## src/rtc_pkg.sv

```systemverilog
// Purpose: Shared constants and types for the timer clock-select and modulation control block
// Assumes: 8-bit registers on a 32-bit Avalon-MM slave, one word per register
// Notes: Register indices are word indices; byte address is four times the index
package rtc_pkg;
  // ==========================================================================
  // Register map
  localparam logic [3:0] RTC_IDX_CLK_SEL = 4'h9;
  localparam logic [3:0] RTC_IDX_FM = 4'ha;
  localparam logic [3:0] RTC_IDX_RATE = 4'hb;
  localparam logic [3:0] RTC_IDX_STATUS = 4'hc;
  localparam logic [3:0] RTC_IDX_CTRL = 4'hd;
  // ==========================================================================
  // Field positions
  localparam int RTC_CS_PSTOP_EN = 2;
  localparam int RTC_CS_PT_SEL = 1;
  localparam int RTC_CS_WD_LOW = 0;
  localparam int RTC_CS_WD_HIGH = 4;
  localparam int RTC_CS_PT_PSTOP_EN = 3;
  localparam int RTC_CS_PSTOP_SEL = 6;
  localparam int RTC_CS_LOOP_SEL = 7;
  localparam int RTC_CS_RSVD = 5;
  localparam int RTC_FM_HI = 5;
  localparam int RTC_FM_LO = 4;
  localparam int RTC_RATE_DEC = 7;
  // ==========================================================================
  // Reset values
  localparam logic [7:0] RTC_CS_RESET = 8'h80;
  localparam logic [7:0] RTC_FM_RESET = 8'h00;
  localparam logic [7:0] RTC_RATE_RESET = 8'h00;
  localparam logic [7:0] RTC_FM_MASK = 8'h30;
  localparam logic [7:0] RTC_CS_W1_MASK = 8'h03;
  // Last modulation divider count; one period is 16 reference ticks
  localparam logic [3:0] RTC_FM_DIV_LAST = 4'hf;
  localparam int RTC_CNT_W = 21;
  localparam int RTC_DEC_W = 8;

  typedef struct packed {
    logic [7:0] clk_sel;
    logic [7:0] fm;
    logic [7:0] rate;
    logic [RTC_CNT_W-1:0] pre_cnt;
    logic [3:0] mod_cnt;
    logic [3:0] fm_div;
    logic fm_tick;
    logic pt_flag;
    logic wd_restart;
    logic pt_restart;
    logic lock_clr;
    logic osc_clr;
    logic rd_valid;
    logic [7:0] rd_data;
    logic [2:0] osc_sync;
    logic osc_up;
  } rtc_state_type;
endpackage

```

## src/rtc_clock_select.sv

```systemverilog
// Purpose: Clock source select, pseudo-stop enables, modulation control and periodic timer rate
// Assumes: Timer ticks, stop and oscillator status arrive as inputs; ticks are clk_sys pulses
// Notes: Reads wait one cycle for registered data; writes complete in the request cycle
//
// Chosen here: the Avalon-MM register port.
`timescale 1ns/1ps
`default_nettype none

// ============================================================================
// Functional notes
// - Clock-select bit 2 lets watchdog run in pseudo stop only with oscillator source
// - Otherwise watchdog freezes in any stop mode and keeps its count
// - Clock-select bit 1 picks periodic timer clock: 0 internal RC, 1 oscillator
// - Any change of periodic timer clock select restarts its period
// - Periodic timer clock select sets only with oscillator up; forced 0 otherwise
// - Watchdog select high,low: 00 internal RC, 01 oscillator, 1x auxiliary RC
// - With high select 1, low select neither chooses nor restarts watchdog
// - With high select 0, any low select change restarts watchdog period
// - Low watchdog select sets only with oscillator up; cleared when it drops
// - Modulation register at 0x0A resets zero, bits 5 and 4 only
// - Modulation writes need write-protect 0 and loop clock select 1
// - Accepted modulation write clears lock and oscillator-up status
// - Modulation select: off, 1, 2 or 4 percent
// - Modulation frequency equals reference frequency divided by 16
// - Periodic timer runs in stop only in pseudo stop with oscillator clock
// - Rate register at 0x0B always writable; every write restarts the period
// - Rate bit 7 picks binary or decimal divider table
// - Rate bits 6:4 prescale, bits 3:0 modulus multiplier
// - Binary: code 0 off, 1..7 give 2^10..2^16, modulus n multiplies by n+1
module rtc_clock_select
  import rtc_pkg::*;
(
  input wire logic clk_sys,
  input wire logic reset,
  input wire logic [3:0] avs_address,
  input wire logic avs_read,
  input wire logic avs_write,
  input wire logic [31:0] avs_writedata,
  input wire logic [3:0] avs_byteenable,
  output logic [31:0] avs_readdata,
  output logic avs_readdatavalid,
  output logic avs_waitrequest,
  input wire logic osc_up_status_pin,
  input wire logic write_protect,
  input wire logic stop_mode,
  input wire logic ref_tick,
  input wire logic pt_tick_rc,
  input wire logic pt_tick_osc,
  output logic [1:0] wdog_clk_source,
  output logic wdog_run,
  output logic wdog_restart,
  output logic periodic_timer_clk_select,
  output logic periodic_timer_irq,
  output logic [1:0] modulation_amplitude,
  output logic modulation_tick,
  output logic lock_clear,
  output logic osc_up_clear
);
  rtc_state_type r;
  rtc_state_type next_r;

  // ==========================================================================
  // Helpers
  // Binary prescale exponent is code plus 9 (code 1 gives 2^10)
  function automatic logic [RTC_CNT_W-1:0] rtc_period(input logic [7:0] rate);
    logic [RTC_CNT_W-1:0] base;
    base = '0;
    if (rate[RTC_RATE_DEC]) begin
      unique case (rate[6:4])
        3'h0: base = 21'd1000;
        3'h1: base = 21'd2000;
        3'h2: base = 21'd5000;
        3'h3: base = 21'd10000;
        3'h4: base = 21'd20000;
        3'h5: base = 21'd50000;
        3'h6: base = 21'd100000;
        default: base = 21'd200000;
      endcase
    end else if (rate[6:4] != 3'h0) begin
      base = RTC_CNT_W'(21'd1 << (5'd9 + 5'(rate[6:4])));
    end
    return base;
  endfunction

  function automatic logic rtc_off(input logic [7:0] rate);
    return !rate[RTC_RATE_DEC] && rate[6:4] == 3'h0;
  endfunction

  // Register decode, shared by the three write strobes
  function automatic logic rtc_hit(input logic strobe, input logic [3:0] addr, input logic [3:0] idx);
    return strobe && addr == idx;
  endfunction

  logic osc_up;
  logic wr_lane0;
  logic wr_cs;
  logic wr_fm;
  logic wr_rate;
  logic fm_ok;
  logic pt_sel_eff;
  logic wd_low_eff;
  logic pt_run;
  logic pt_tick;
  logic [7:0] cs_wdata;
  logic rd_take;

  // Filtered oscillator-up level; it only moves once the last two stages agree
  assign osc_up = r.osc_up;
  // Lane 0 carries every register byte; writes on other lanes alone are dropped
  assign wr_lane0 = avs_write & avs_byteenable[0];
  assign wr_cs = rtc_hit(wr_lane0, avs_address, RTC_IDX_CLK_SEL);
  assign wr_fm = rtc_hit(wr_lane0, avs_address, RTC_IDX_FM);
  assign wr_rate = rtc_hit(wr_lane0, avs_address, RTC_IDX_RATE);
  // A read waits one cycle so that the answer comes from flip-flops
  assign rd_take = avs_read && !r.rd_valid;
  assign fm_ok = !write_protect && r.clk_sel[RTC_CS_LOOP_SEL];
  assign cs_wdata = avs_writedata[7:0];

  // ==========================================================================
  // Next state
  always_comb begin
    next_r = r;
    next_r.osc_sync = {r.osc_sync[1:0], osc_up_status_pin};
    // A lone odd sample from a slow pin edge cannot flip the status
    if (r.osc_sync[1] == r.osc_sync[2]) begin
      next_r.osc_up = r.osc_sync[2];
    end
    next_r.wd_restart = 1'b0;
    next_r.pt_restart = 1'b0;
    next_r.lock_clr = 1'b0;
    next_r.osc_clr = 1'b0;
    next_r.fm_tick = 1'b0;
    next_r.pt_flag = 1'b0;
    next_r.rd_valid = rd_take;
    next_r.rd_data = 8'h00;
    // Clock select writes; oscillator-dependent bits only set while it is up
    if (wr_cs) begin
      next_r.clk_sel = cs_wdata;
      next_r.clk_sel[RTC_CS_PT_SEL] = cs_wdata[RTC_CS_PT_SEL] & osc_up;
      next_r.clk_sel[RTC_CS_WD_LOW] = cs_wdata[RTC_CS_WD_LOW] & osc_up;
      next_r.clk_sel[RTC_CS_RSVD] = 1'b0; // Unused bit reads 0
    end
    // Oscillator loss auto-clears both oscillator selections
    if (!osc_up) begin
      next_r.clk_sel[RTC_CS_PT_SEL] = 1'b0;
      next_r.clk_sel[RTC_CS_WD_LOW] = 1'b0;
    end
    // Restarts come from any actual change of the effective select bits.
    // Comparing against the next value catches a write and an auto-clear alike,
    // so a loss of the oscillator restarts the period just as software would.
    if (next_r.clk_sel[RTC_CS_PT_SEL] != r.clk_sel[RTC_CS_PT_SEL]) begin
      next_r.pt_restart = 1'b1;
    end
    if (next_r.clk_sel[RTC_CS_WD_HIGH] != r.clk_sel[RTC_CS_WD_HIGH]) begin
      next_r.wd_restart = 1'b1;
    end
    if (!r.clk_sel[RTC_CS_WD_HIGH] && !next_r.clk_sel[RTC_CS_WD_HIGH] &&
        next_r.clk_sel[RTC_CS_WD_LOW] != r.clk_sel[RTC_CS_WD_LOW]) begin
      next_r.wd_restart = 1'b1;
    end
    // Protected modulation register
    if (wr_fm && fm_ok) begin
      next_r.fm = cs_wdata & RTC_FM_MASK;
      next_r.lock_clr = 1'b1;
      next_r.osc_clr = 1'b1;
    end
    // Modulation tick at reference over 16
    if (r.fm[5:4] != 2'b00 && ref_tick) begin
      next_r.fm_div = r.fm_div + 4'h1;
      next_r.fm_tick = r.fm_div == RTC_FM_DIV_LAST;
    end else if (r.fm[5:4] == 2'b00) begin
      next_r.fm_div = 4'h0;
    end
    // Periodic timer counter; ticks are enables, so no clock is ever gated here.
    // A restart wins over a counting tick in the same cycle.
    if (wr_rate || next_r.pt_restart) begin
      if (wr_rate) begin
        next_r.rate = cs_wdata;
      end
      next_r.pre_cnt = '0;
      next_r.mod_cnt = 4'h0;
    end else if (pt_run && pt_tick && !rtc_off(r.rate)) begin
      if (r.pre_cnt == rtc_period(r.rate) - 21'd1) begin
        next_r.pre_cnt = '0;
        if (r.mod_cnt == r.rate[3:0]) begin
          next_r.mod_cnt = 4'h0;
          next_r.pt_flag = 1'b1;
        end else begin
          next_r.mod_cnt = r.mod_cnt + 4'h1;
        end
      end else begin
        next_r.pre_cnt = r.pre_cnt + 21'd1;
      end
    end
    // Read data
    if (rd_take) begin
      unique case (avs_address)
        RTC_IDX_CLK_SEL: next_r.rd_data = r.clk_sel;
        RTC_IDX_FM: next_r.rd_data = r.fm;
        RTC_IDX_RATE: next_r.rd_data = r.rate;
        RTC_IDX_STATUS: next_r.rd_data = {7'h00, osc_up};
        default: next_r.rd_data = 8'h00;
      endcase
    end
  end

  always_ff @(posedge clk_sys or posedge reset) begin
    if (reset) begin
      r <= '0;
      r.clk_sel <= RTC_CS_RESET;
      r.fm <= RTC_FM_RESET;
      r.rate <= RTC_RATE_RESET;
    end else begin
      r <= next_r;
    end
  end

  // ==========================================================================
  // Run enables and outputs
  assign pt_sel_eff = r.clk_sel[RTC_CS_PT_SEL];
  assign wd_low_eff = r.clk_sel[RTC_CS_WD_LOW];
  assign pt_tick = pt_sel_eff ? pt_tick_osc : pt_tick_rc;
  // Stop mode halts unless pseudo stop, enable and oscillator clock all hold
  // Limitation: stop halts the count but keeps it; nothing here clears it on exit
  assign pt_run = !stop_mode ||
    (r.clk_sel[RTC_CS_PSTOP_SEL] && r.clk_sel[RTC_CS_PT_PSTOP_EN] && pt_sel_eff);
  assign wdog_run = !stop_mode ||
    (r.clk_sel[RTC_CS_PSTOP_SEL] && r.clk_sel[RTC_CS_PSTOP_EN] && !r.clk_sel[RTC_CS_WD_HIGH] && wd_low_eff);
  // High select dominates the low one
  assign wdog_clk_source = r.clk_sel[RTC_CS_WD_HIGH] ? 2'b10 : {1'b0, wd_low_eff};
  assign wdog_restart = r.wd_restart;
  assign periodic_timer_clk_select = pt_sel_eff;
  assign periodic_timer_irq = r.pt_flag;
  assign modulation_amplitude = r.fm[5:4];
  assign modulation_tick = r.fm_tick;
  assign lock_clear = r.lock_clr;
  assign osc_up_clear = r.osc_clr;
  assign avs_readdata = {24'h000000, r.rd_data};
  assign avs_readdatavalid = r.rd_valid;
  // Writes never wait; a read waits exactly one cycle for its data flop
  assign avs_waitrequest = rd_take;

  // ==========================================================================
  // Checks
  // Properties watch registered state one edge after the request that moves it.
  // Bus-side antecedents come from the master; consequents are what this block
  // drives, so a broken decode or a lost restart shows up here first.
  a_fm_write_guard: assert property (@(posedge clk_sys) disable iff (reset)
    (wr_fm && !fm_ok) |=> $stable(r.fm)) else $error("fm changed on blocked write");
  a_fm_write_clears: assert property (@(posedge clk_sys) disable iff (reset)
    (wr_fm && fm_ok) |=> (lock_clear && osc_up_clear)) else $error("missing status clear");
  a_fm_reserved_zero: assert property (@(posedge clk_sys) disable iff (reset)
    (r.fm & ~RTC_FM_MASK) == 8'h00) else $error("fm reserved bit set");
  a_pt_sel_osc: assert property (@(posedge clk_sys) disable iff (reset)
    !osc_up |=> !periodic_timer_clk_select) else $error("pt select kept without osc");
  a_wd_low_osc: assert property (@(posedge clk_sys) disable iff (reset)
    !osc_up |=> !r.clk_sel[RTC_CS_WD_LOW]) else $error("wd low kept without osc");
  a_pt_change_restart: assert property (@(posedge clk_sys) disable iff (reset)
    $changed(periodic_timer_clk_select) |-> (r.pt_restart && r.pre_cnt == '0)) else $error("no pt restart");
  a_wd_high_masks: assert property (@(posedge clk_sys) disable iff (reset)
    r.clk_sel[RTC_CS_WD_HIGH] |-> wdog_clk_source == 2'b10) else $error("high select not dominant");
  a_wd_low_restart: assert property (@(posedge clk_sys) disable iff (reset)
    (!r.clk_sel[RTC_CS_WD_HIGH] && $past(!r.clk_sel[RTC_CS_WD_HIGH]) && $changed(r.clk_sel[RTC_CS_WD_LOW]))
      |-> wdog_restart) else $error("no wd restart");
  a_rate_write_restart: assert property (@(posedge clk_sys) disable iff (reset)
    wr_rate |=> (r.pre_cnt == '0 && r.mod_cnt == 4'h0)) else $error("rate write no restart");
  a_pt_stop_hold: assert property (@(posedge clk_sys) disable iff (reset)
    (stop_mode && !pt_sel_eff && !wr_rate && !r.pt_restart && osc_up && !wr_cs) |=> $stable(r.pre_cnt))
    else $error("pt ran in stop");
  a_off_no_irq: assert property (@(posedge clk_sys) disable iff (reset)
    (rtc_off(r.rate) && !wr_rate) |=> !periodic_timer_irq) else $error("irq while off");
  // Oscillator status ignores a sample on which the last two stages disagree
  a_osc_filter: assert property (@(posedge clk_sys) disable iff (reset)
    (r.osc_sync[1] != r.osc_sync[2]) |=> $stable(osc_up)) else $error("osc status moved unfiltered");
  // The first read cycle always waits
  a_read_wait: assert property (@(posedge clk_sys) disable iff (reset)
    (avs_read && !r.rd_valid) |-> avs_waitrequest) else $error("read did not wait");
  // Data stands at the edge that sees waitrequest low
  a_read_answer: assert property (@(posedge clk_sys) disable iff (reset)
    (avs_read && !avs_waitrequest) |-> avs_readdatavalid) else $error("read answered without data");
  // Upper lanes are never driven
  a_read_upper: assert property (@(posedge clk_sys) disable iff (reset)
    avs_readdata[31:8] == 24'h000000) else $error("upper read lanes set");
  // Modulation off means no modulation tick
  a_fm_off_quiet: assert property (@(posedge clk_sys) disable iff (reset)
    (r.fm[RTC_FM_HI:RTC_FM_LO] == 2'b00) |=> !modulation_tick) else $error("tick with modulation off");
  // A tick ends a full run of sixteen reference ticks
  a_fm_tick_wrap: assert property (@(posedge clk_sys) disable iff (reset)
    modulation_tick |-> (r.fm_div == 4'h0 && $past(ref_tick))) else $error("tick not on divider wrap");
  // Amplitude only moves on an accepted write
  a_amp_hold: assert property (@(posedge clk_sys) disable iff (reset)
    !(wr_fm && fm_ok) |=> $stable(modulation_amplitude)) else $error("amplitude moved");
  // Low select toggles under the high select restart nothing
  a_wd_high_no_restart: assert property (@(posedge clk_sys) disable iff (reset)
    (r.clk_sel[RTC_CS_WD_HIGH] && $past(r.clk_sel[RTC_CS_WD_HIGH]) && $changed(r.clk_sel[RTC_CS_WD_LOW]))
      |-> !wdog_restart) else $error("masked low select restarted");
  // Without the pseudo-stop enable the watchdog freezes in stop
  a_wd_stop_freeze: assert property (@(posedge clk_sys) disable iff (reset)
    (stop_mode && !r.clk_sel[RTC_CS_PSTOP_EN]) |-> !wdog_run) else $error("watchdog ran in stop");
  // Running in stop implies the oscillator source
  a_wd_pstop_osc: assert property (@(posedge clk_sys) disable iff (reset)
    (stop_mode && wdog_run) |-> wdog_clk_source == 2'b01) else $error("stop run without osc");
  // With high select clear the low select picks RC or oscillator
  a_wd_source_low: assert property (@(posedge clk_sys) disable iff (reset)
    !r.clk_sel[RTC_CS_WD_HIGH] |-> wdog_clk_source == {1'b0, r.clk_sel[RTC_CS_WD_LOW]})
    else $error("wd source wrong");
  // Written select bits land while the oscillator is up
  a_pt_sel_write: assert property (@(posedge clk_sys) disable iff (reset)
    (wr_cs && osc_up) |=> periodic_timer_clk_select == $past(cs_wdata[RTC_CS_PT_SEL]))
    else $error("pt select write lost");
  a_wd_low_write: assert property (@(posedge clk_sys) disable iff (reset)
    (wr_cs && osc_up) |=> r.clk_sel[RTC_CS_WD_LOW] == $past(cs_wdata[RTC_CS_WD_LOW]))
    else $error("wd low write lost");
  // Unused select bit stays clear
  a_cs_reserved: assert property (@(posedge clk_sys) disable iff (reset)
    r.clk_sel[RTC_CS_RSVD] == 1'b0) else $error("unused select bit set");
  // A restart leaves the whole count at zero
  a_pt_restart_clear: assert property (@(posedge clk_sys) disable iff (reset)
    r.pt_restart |-> (r.pre_cnt == '0 && r.mod_cnt == 4'h0)) else $error("restart kept count");
  // The flag is one cycle wide and both counters wrap with it
  a_irq_single: assert property (@(posedge clk_sys) disable iff (reset)
    periodic_timer_irq |=> !periodic_timer_irq) else $error("flag too wide");
  a_irq_mod_wrap: assert property (@(posedge clk_sys) disable iff (reset)
    periodic_timer_irq |-> (r.mod_cnt == 4'h0 && r.pre_cnt == '0)) else $error("flag without wrap");
  // A rate write stores its byte
  a_rate_write_value: assert property (@(posedge clk_sys) disable iff (reset)
    wr_rate |=> r.rate == $past(cs_wdata)) else $error("rate write lost");
  // Off setting holds the count still
  a_off_hold: assert property (@(posedge clk_sys) disable iff (reset)
    (rtc_off(r.rate) && !wr_rate && !wr_cs && osc_up) |=> $stable(r.pre_cnt)) else $error("count ran while off");
  c_irq: cover property (@(posedge clk_sys) periodic_timer_irq);
  c_read_wait: cover property (@(posedge clk_sys) avs_read && avs_waitrequest);
  c_fm_write: cover property (@(posedge clk_sys) wr_fm && fm_ok);
  c_osc_loss: cover property (@(posedge clk_sys) $fell(osc_up) && r.clk_sel[RTC_CS_PT_SEL]);
  c_mod_tick: cover property (@(posedge clk_sys) modulation_tick);
endmodule // rtc_clock_select

`default_nettype wire

```

## config.mk

```make
export PLATFORM = sky130hd
export DESIGN_NAME = rtc_clock_select
export DESIGN_NICKNAME = d
export VERILOG_FILES = /design/src/rtc_pkg.sv /design/src/rtc_clock_select.sv
export SDC_FILE = /design/constraint.sdc
export NUM_CORES = 1
export LEC_CHECK = 0
export BUFFER_PORTS_ARGS = -buffer_cell sky130_fd_sc_hd__buf_4
export CORE_MARGIN = 8
export CORE_UTILIZATION = 38
export CTS_CLUSTER_SIZE = 8
export DETAILED_ROUTE_END_ITERATION = 6
export PLACE_DENSITY = 0.63
export SYNTH_ARGS = -nofsm -noshare
export SYNTH_HDL_FRONTEND = slang
export SYNTH_SLANG_ARGS = --single-unit
```

## constraint.sdc

```tcl
create_clock -name clk_sys -period 11.1 [get_ports clk_sys]
set_input_delay 2.22 -clock clk_sys [delete_from_list [all_inputs] [get_ports clk_sys]]
set_output_delay 2.22 -clock clk_sys [all_outputs]
set_load 0.005 [all_outputs]
```

# Word-level counts from Yosys, hierarchy flattened
# Cells that the tools add are included.
# totals
output_inout_bits	45
input_bits	50
word_cells	105
ff_bits	64
# classes
n_addsub	5
bitwise	3
eq_ne	17
mux	27
n_reduce_logical	36
shifts	1
# ops
cell	count
$pmux W18 S7	1
$mux W21	5
$mux W25	2
$pmux W8 S4	1
$add A21 B1 Y21 const B	1
$eq A21 B21 Y1	1
$shl A1 B5 Y21 const A	1
$sub A21 B1 Y21 const B	1
$eq A4 B4 Y1 const B	5
$logic_and A1 B1 Y1	17
$mux W4	4
$eq A3 B3 Y1 const B	3
$mux W1	9
$add A4 B1 Y4 const B	2
$mux W8	1
$reduce_bool A2 Y1	4
$logic_not A1 Y1	7
$eq A3 B2 Y1 const B	2
$mux W2	3
$add A4 B3 Y5 const A	1
$mux W5	1
$eq A4 B4 Y1	1
$reduce_and A2 Y1	2
$and A1 B1 Y1	3
other kinds (7)	11

# Logic depth before layout (Yosys ltp)
# depth
depth_word	13
ltp_mapped	17
ltp_nobuf	13

# Worst setup path before layout
# OpenSTA, ideal clock, no wires.
# synth_path
path_kind	input to output
from	input avs_read
to	output avs_waitrequest
path_slack_ns	6.469
arrival_time_ns	2.411
required_time_ns	8.880
n_path_buf	0
stages	1
cell_sequence	nor2b_1
# synth_via
elab_chain_len	1
# synth_lines
element	line	source
start, declared	rtc_clock_select.sv:36	input wire logic avs_read,
$logic_and A1 B1 Y1	rtc_clock_select.sv:115	assign rd_take = avs_read && !r.rd_valid;
end, declared	rtc_clock_select.sv:42	output logic avs_waitrequest,
# Every way passes these cells.

# Worst setup path after layout
# layout_path
from	register r[52] in the netlist's numbering
to	register r[29] in the netlist's numbering
# layout_via
elab_chain_len	11
word_cells_on_any_way	24
cone_classes	add/sub (2); eq/ne (7); shift (1); mux (8); reduce/logical (6)
# layout_lines
element	line	source
start, declared	rtc_clock_select.sv:59	rtc_state_type r;
start signal, assigned	rtc_clock_select.sv:214	r <= next_r;
$add A4 B3 Y5	rtc_clock_select.sv:80	base = RTC_CNT_W'(21'd1 << (5'd9 + 5'(rate[6:4])));
$shl A1 B5 Y21	rtc_clock_select.sv:80	
$mux W21	rtc_clock_select.sv:79	end else if (rate[6:4] != 3'h0) begin
$mux W21	rtc_clock_select.sv:68	if (rate[RTC_RATE_DEC]) begin
$mux W21	rtc_clock_select.sv:182	end else if (pt_run && pt_tick && !rtc_off(r.rate)) begin
$mux W21	rtc_clock_select.sv:176	if (wr_rate || next_r.pt_restart) begin
$sub A21 B1 Y21	rtc_clock_select.sv:183	if (r.pre_cnt == rtc_period(r.rate) - 21'd1) begin
$eq A21 B21 Y1	rtc_clock_select.sv:183	
$mux W21	rtc_clock_select.sv:183	
$mux W25	rtc_clock_select.sv:182	
$mux W25	rtc_clock_select.sv:176	
# Several ways; a longest one is shown, not always the timed one. The select of a mux whose other input is x is not followed.
# A chain may end at the register's enable or synchronous reset.

==> flow_metrics.env <==
export IMPL_synth_ff_latch_count=63
export IMPL_dp_cells=678
export IMPL_worstSetupEndpointType="flip-flop"
export IMPL_yosysWarnings=0
export IMPL_place_gp_congestion=0.874
export IMPL_io_pins=95
export IMPL_fillerInstances=1170
export IMPL_first_pass_iters=5
export IMPL_drv_slew=0
export IMPL_synth_edf_count=0
export IMPL_syn_cell_area_mm2=0.00457
export IMPL_fin_ws_ns=5.93
export IMPL_route_detailed_drc=0
export IMPL_drtAntennaViolNets=0
export IMPL_cp_slowest_cell="nor4_4"
export IMPL_fin_crit_ns=5.17
export IMPL_crit_path_max_fanout=24
export IMPL_synth_top_cell_area_share_pct=34.0
export IMPL_worstHoldStart="next_r[2]"
export IMPL_cp_num_buf_inv=1
export IMPL_nNetsFinal=601
export IMPL_finalHoldViolCount=0
export IMPL_critPathKind="reg -> reg"
export IMPL_initial_utilization_pct=38.5
export IMPL_htreeDepth=3
export IMPL_critical_path_arrival_ns=5.33
export IMPL_finalWirelength_um=11300
export IMPL_die_x_um=126
export IMPL_path_delay_family="simple AND/OR/NAND/NOR gates"
export IMPL_start_kind="flip-flop"
export IMPL_grt_use_total_pct=14.7
export IMPL_fin_skew_ns=0.00838
export IMPL_grt_pass1_wl_um=19000
export IMPL_yosysTopAreaCell="dfrtp_1"
export IMPL_tightest_slew_ns=1.00
export IMPL_rsz0062_at_grt="false"
export IMPL_final_cells=694
export IMPL_cts_tree="yes"
export IMPL_slew_headroom_pct=32.6
export IMPL_slowest_delay_ns=0.87
export IMPL_path_clk_slew_ns=0.06
export IMPL_ys_types=68
export IMPL_fp_dieArea_mm2=0.0158
export IMPL_required_ns=11.26
export IMPL_drv_cap=0
export IMPL_wl_per_cell_um=16.3
export IMPL_yosysMostFrequentCell="dfrtp_1"
export IMPL_p_leak_nw=2.24
export IMPL_fin_util_pct=43.2
export IMPL_cts_resized=0
export IMPL_synth_cells=522
export IMPL_cts_hold_buf=0
export IMPL_numCtsBuffers=9
export IMPL_route_vias_total=3840
export IMPL_cts_max_path_buffers=2
export IMPL_n_antenna_cell=0
export IMPL_setup_viol=0
export IMPL_drive_gt1_share_pct=16.1
export IMPL_reg2reg_to="r[29]"
export IMPL_worstSkewPairLatency_ns=0.33
export IMPL_cts_sinks=63
export IMPL_yosys_top_cells_area="dfrtp_1 (34%), buf_4 (5.9%), xnor2_1 (4.8%)"
export IMPL_fin_crit_sh_pct=46.6
export IMPL_cts_setup_buffers=0
export IMPL_grt_overflow=0
export IMPL_post_place_ws_ns=5.76
export IMPL_synthArstFlopShare_pct=100
export IMPL_ir_drop_v=0.0000776
export IMPL_antenna_found_initial=0
export IMPL_synthTopCellsByCount="dfrtp_1 (62), nor2_1 (43), nand2_1 (40)"
export IMPL_syn2layout_area_growth_pct=12.3
export IMPL_first_global_vias=3775
export IMPL_holdWs_ns=0.355
export IMPL_viasPerCell=5.53
export IMPL_status="finished, final reports clean"
export IMPL_core_mm2=0.0119
export IMPL_ys_flop_type="dfrtp_1"
export IMPL_drt_iter0_markers=273
export IMPL_grt_max_degree=64
export IMPL_syn_avg_cell_area_um2=8.75
export IMPL_die_y_um=126
export IMPL_worstReg2RegStart="r[52]"
export IMPL_rows=40
export IMPL_setup_tns_ns=0
export IMPL_cts_root_buf="clkbuf_16"
export IMPL_port_buffer_count=43
export IMPL_whs_path_depth=0
export IMPL_seq_area_frac_synth_pct=34.6
export IMPL_p_per_area_mw_per_mm2=175
export IMPL_hold_end="next_r[3]"
export IMPL_hpwl_um=8500
export IMPL_min_path_type="reg -> reg"
export IMPL_fmaxAchievable_mhz=193
export IMPL_reg2reg_depth=13
export IMPL_rrSetupSlack_ns=5.93
export IMPL_cp_cell_sequence="nand2_1, inv_1, ha_1, nor3b_1, nand2_1, ha_1, xor2_1, a211oi_1, nand4_1, or3b_2, or4_1, nor4_4, nor3_1"
==> per-stage QoR <==
| stage | cell area [um2] | total power, mW |
|---|---|---|
| global route | 5120 | 0.952 |
| floorplan | 4650 | 0.521 |
| global placement | 4800 | 0.579 |
| finish | 5120 | 0.896 |
| CTS | 5120 | 0.897 |
| detailed placement | 4800 | 0.586 |
==> cell type report <==
cell class / count / area (um2) / area share [%]
clock buffer: 9 / 225 / 4.39
clock inverter: 7 / 104 / 2.03
inverter: 18 / 67.6 / 1.32
multi-input combinational: 405 / 2630 / 51.3
sequential: 63 / 1580 / 30.8
tap: 147 / 184 / 3.59
timing repair buffer: 45 / 338 / 6.59
==> per-layer routing <==
layer  GRT usage, %  part of all wire, %  vias to the layer above
li1               -                    -                     1865
met1           18.3                   45                     1854
met2           24.3                   48                      108
met3           3.50                  5.2                       13
met4           5.59                  1.5                        0
met5              0                    0                        -
==> how the worst max path moves through the flow <==
stage | startpoint | endpoint | slack [ns] | depth (start not counted)
2_1_floorplan | avs_read | avs_waitrequest | 6.47 | 1
3_3_place_gp | avs_address[2] | r[41] | 5.84 | 9
3_5_place_dp | avs_address[2] | r[41] | 5.76 | 9
4_1_cts | r[52] | r[29] | 5.93 | 13
5_1_grt | r[52] | r[38] | 5.39 | 13
6_report | r[52] | r[29] | 5.93 | 13
==> registers in the layout, indices dropped and copies added (netlist names) <==
register and cells:
modulation_tick 1, r 44, avs_readdata 8, avs_readdatavalid 1, lock_clear 1, osc_up 1, wdog_restart 1, periodic_timer_clk_select 1
modulation_amplitude 2, next_r 2, periodic_timer_irq 1
==> cells by family after synthesis <==
kind of cell,count (synthesis),share of synthesized area (%)
buf+inv,77,9.76
compound gates,76,11.8
other cells,2,0.164
xor+xnor,47,9.32
flops,63,34.6
mux,16,3.81
fa+ha+maj,10,2.69
simple gates,231,27.9
==> cells in the final DEF (no fill, tap or decap), drive strengths merged, types with 5 or more instances in the layout <==
master / count
nand4: 15
ha: 9
nand3: 23
buf: 45
or4: 6
conb: 25
nor2b: 10
inv: 20
nor2: 43
mux2i: 5
o31ai: 6
nand3b: 6
dfrtp: 62
xnor2: 25
nand2: 40
and3: 9
o21ai: 14
a22oi: 6
or3: 8
nor3b: 8
a21oi: 11
nor4: 7
mux2: 11
xor2: 21
nor3: 30
clkbuf: 9
==> worst register-to-register path: cells and delay by family, from the launching register on <==
| family | cells | cell delay (ns) |
|---|---|---|
| AND/OR/NAND/NOR | 8 | 3.07 |
| adder cells (fa/ha/maj) | 2 | 0.57 |
| flip-flops | 1 | 0.83 |
| AO/OA/AOI/OAI | 1 | 0.18 |
| buffers and inverters | 1 | 0.20 |
| XOR/XNOR | 1 | 0.17 |
==> where the power goes <==
group          internal, mW  total [mW]  switching (mW)
Sequential            0.254       0.300          0.0455
Combinational         0.121       0.289           0.168
Clock                 0.199       0.308           0.109
Total                 0.574       0.896           0.322
(Power assumes the default switching activity.)
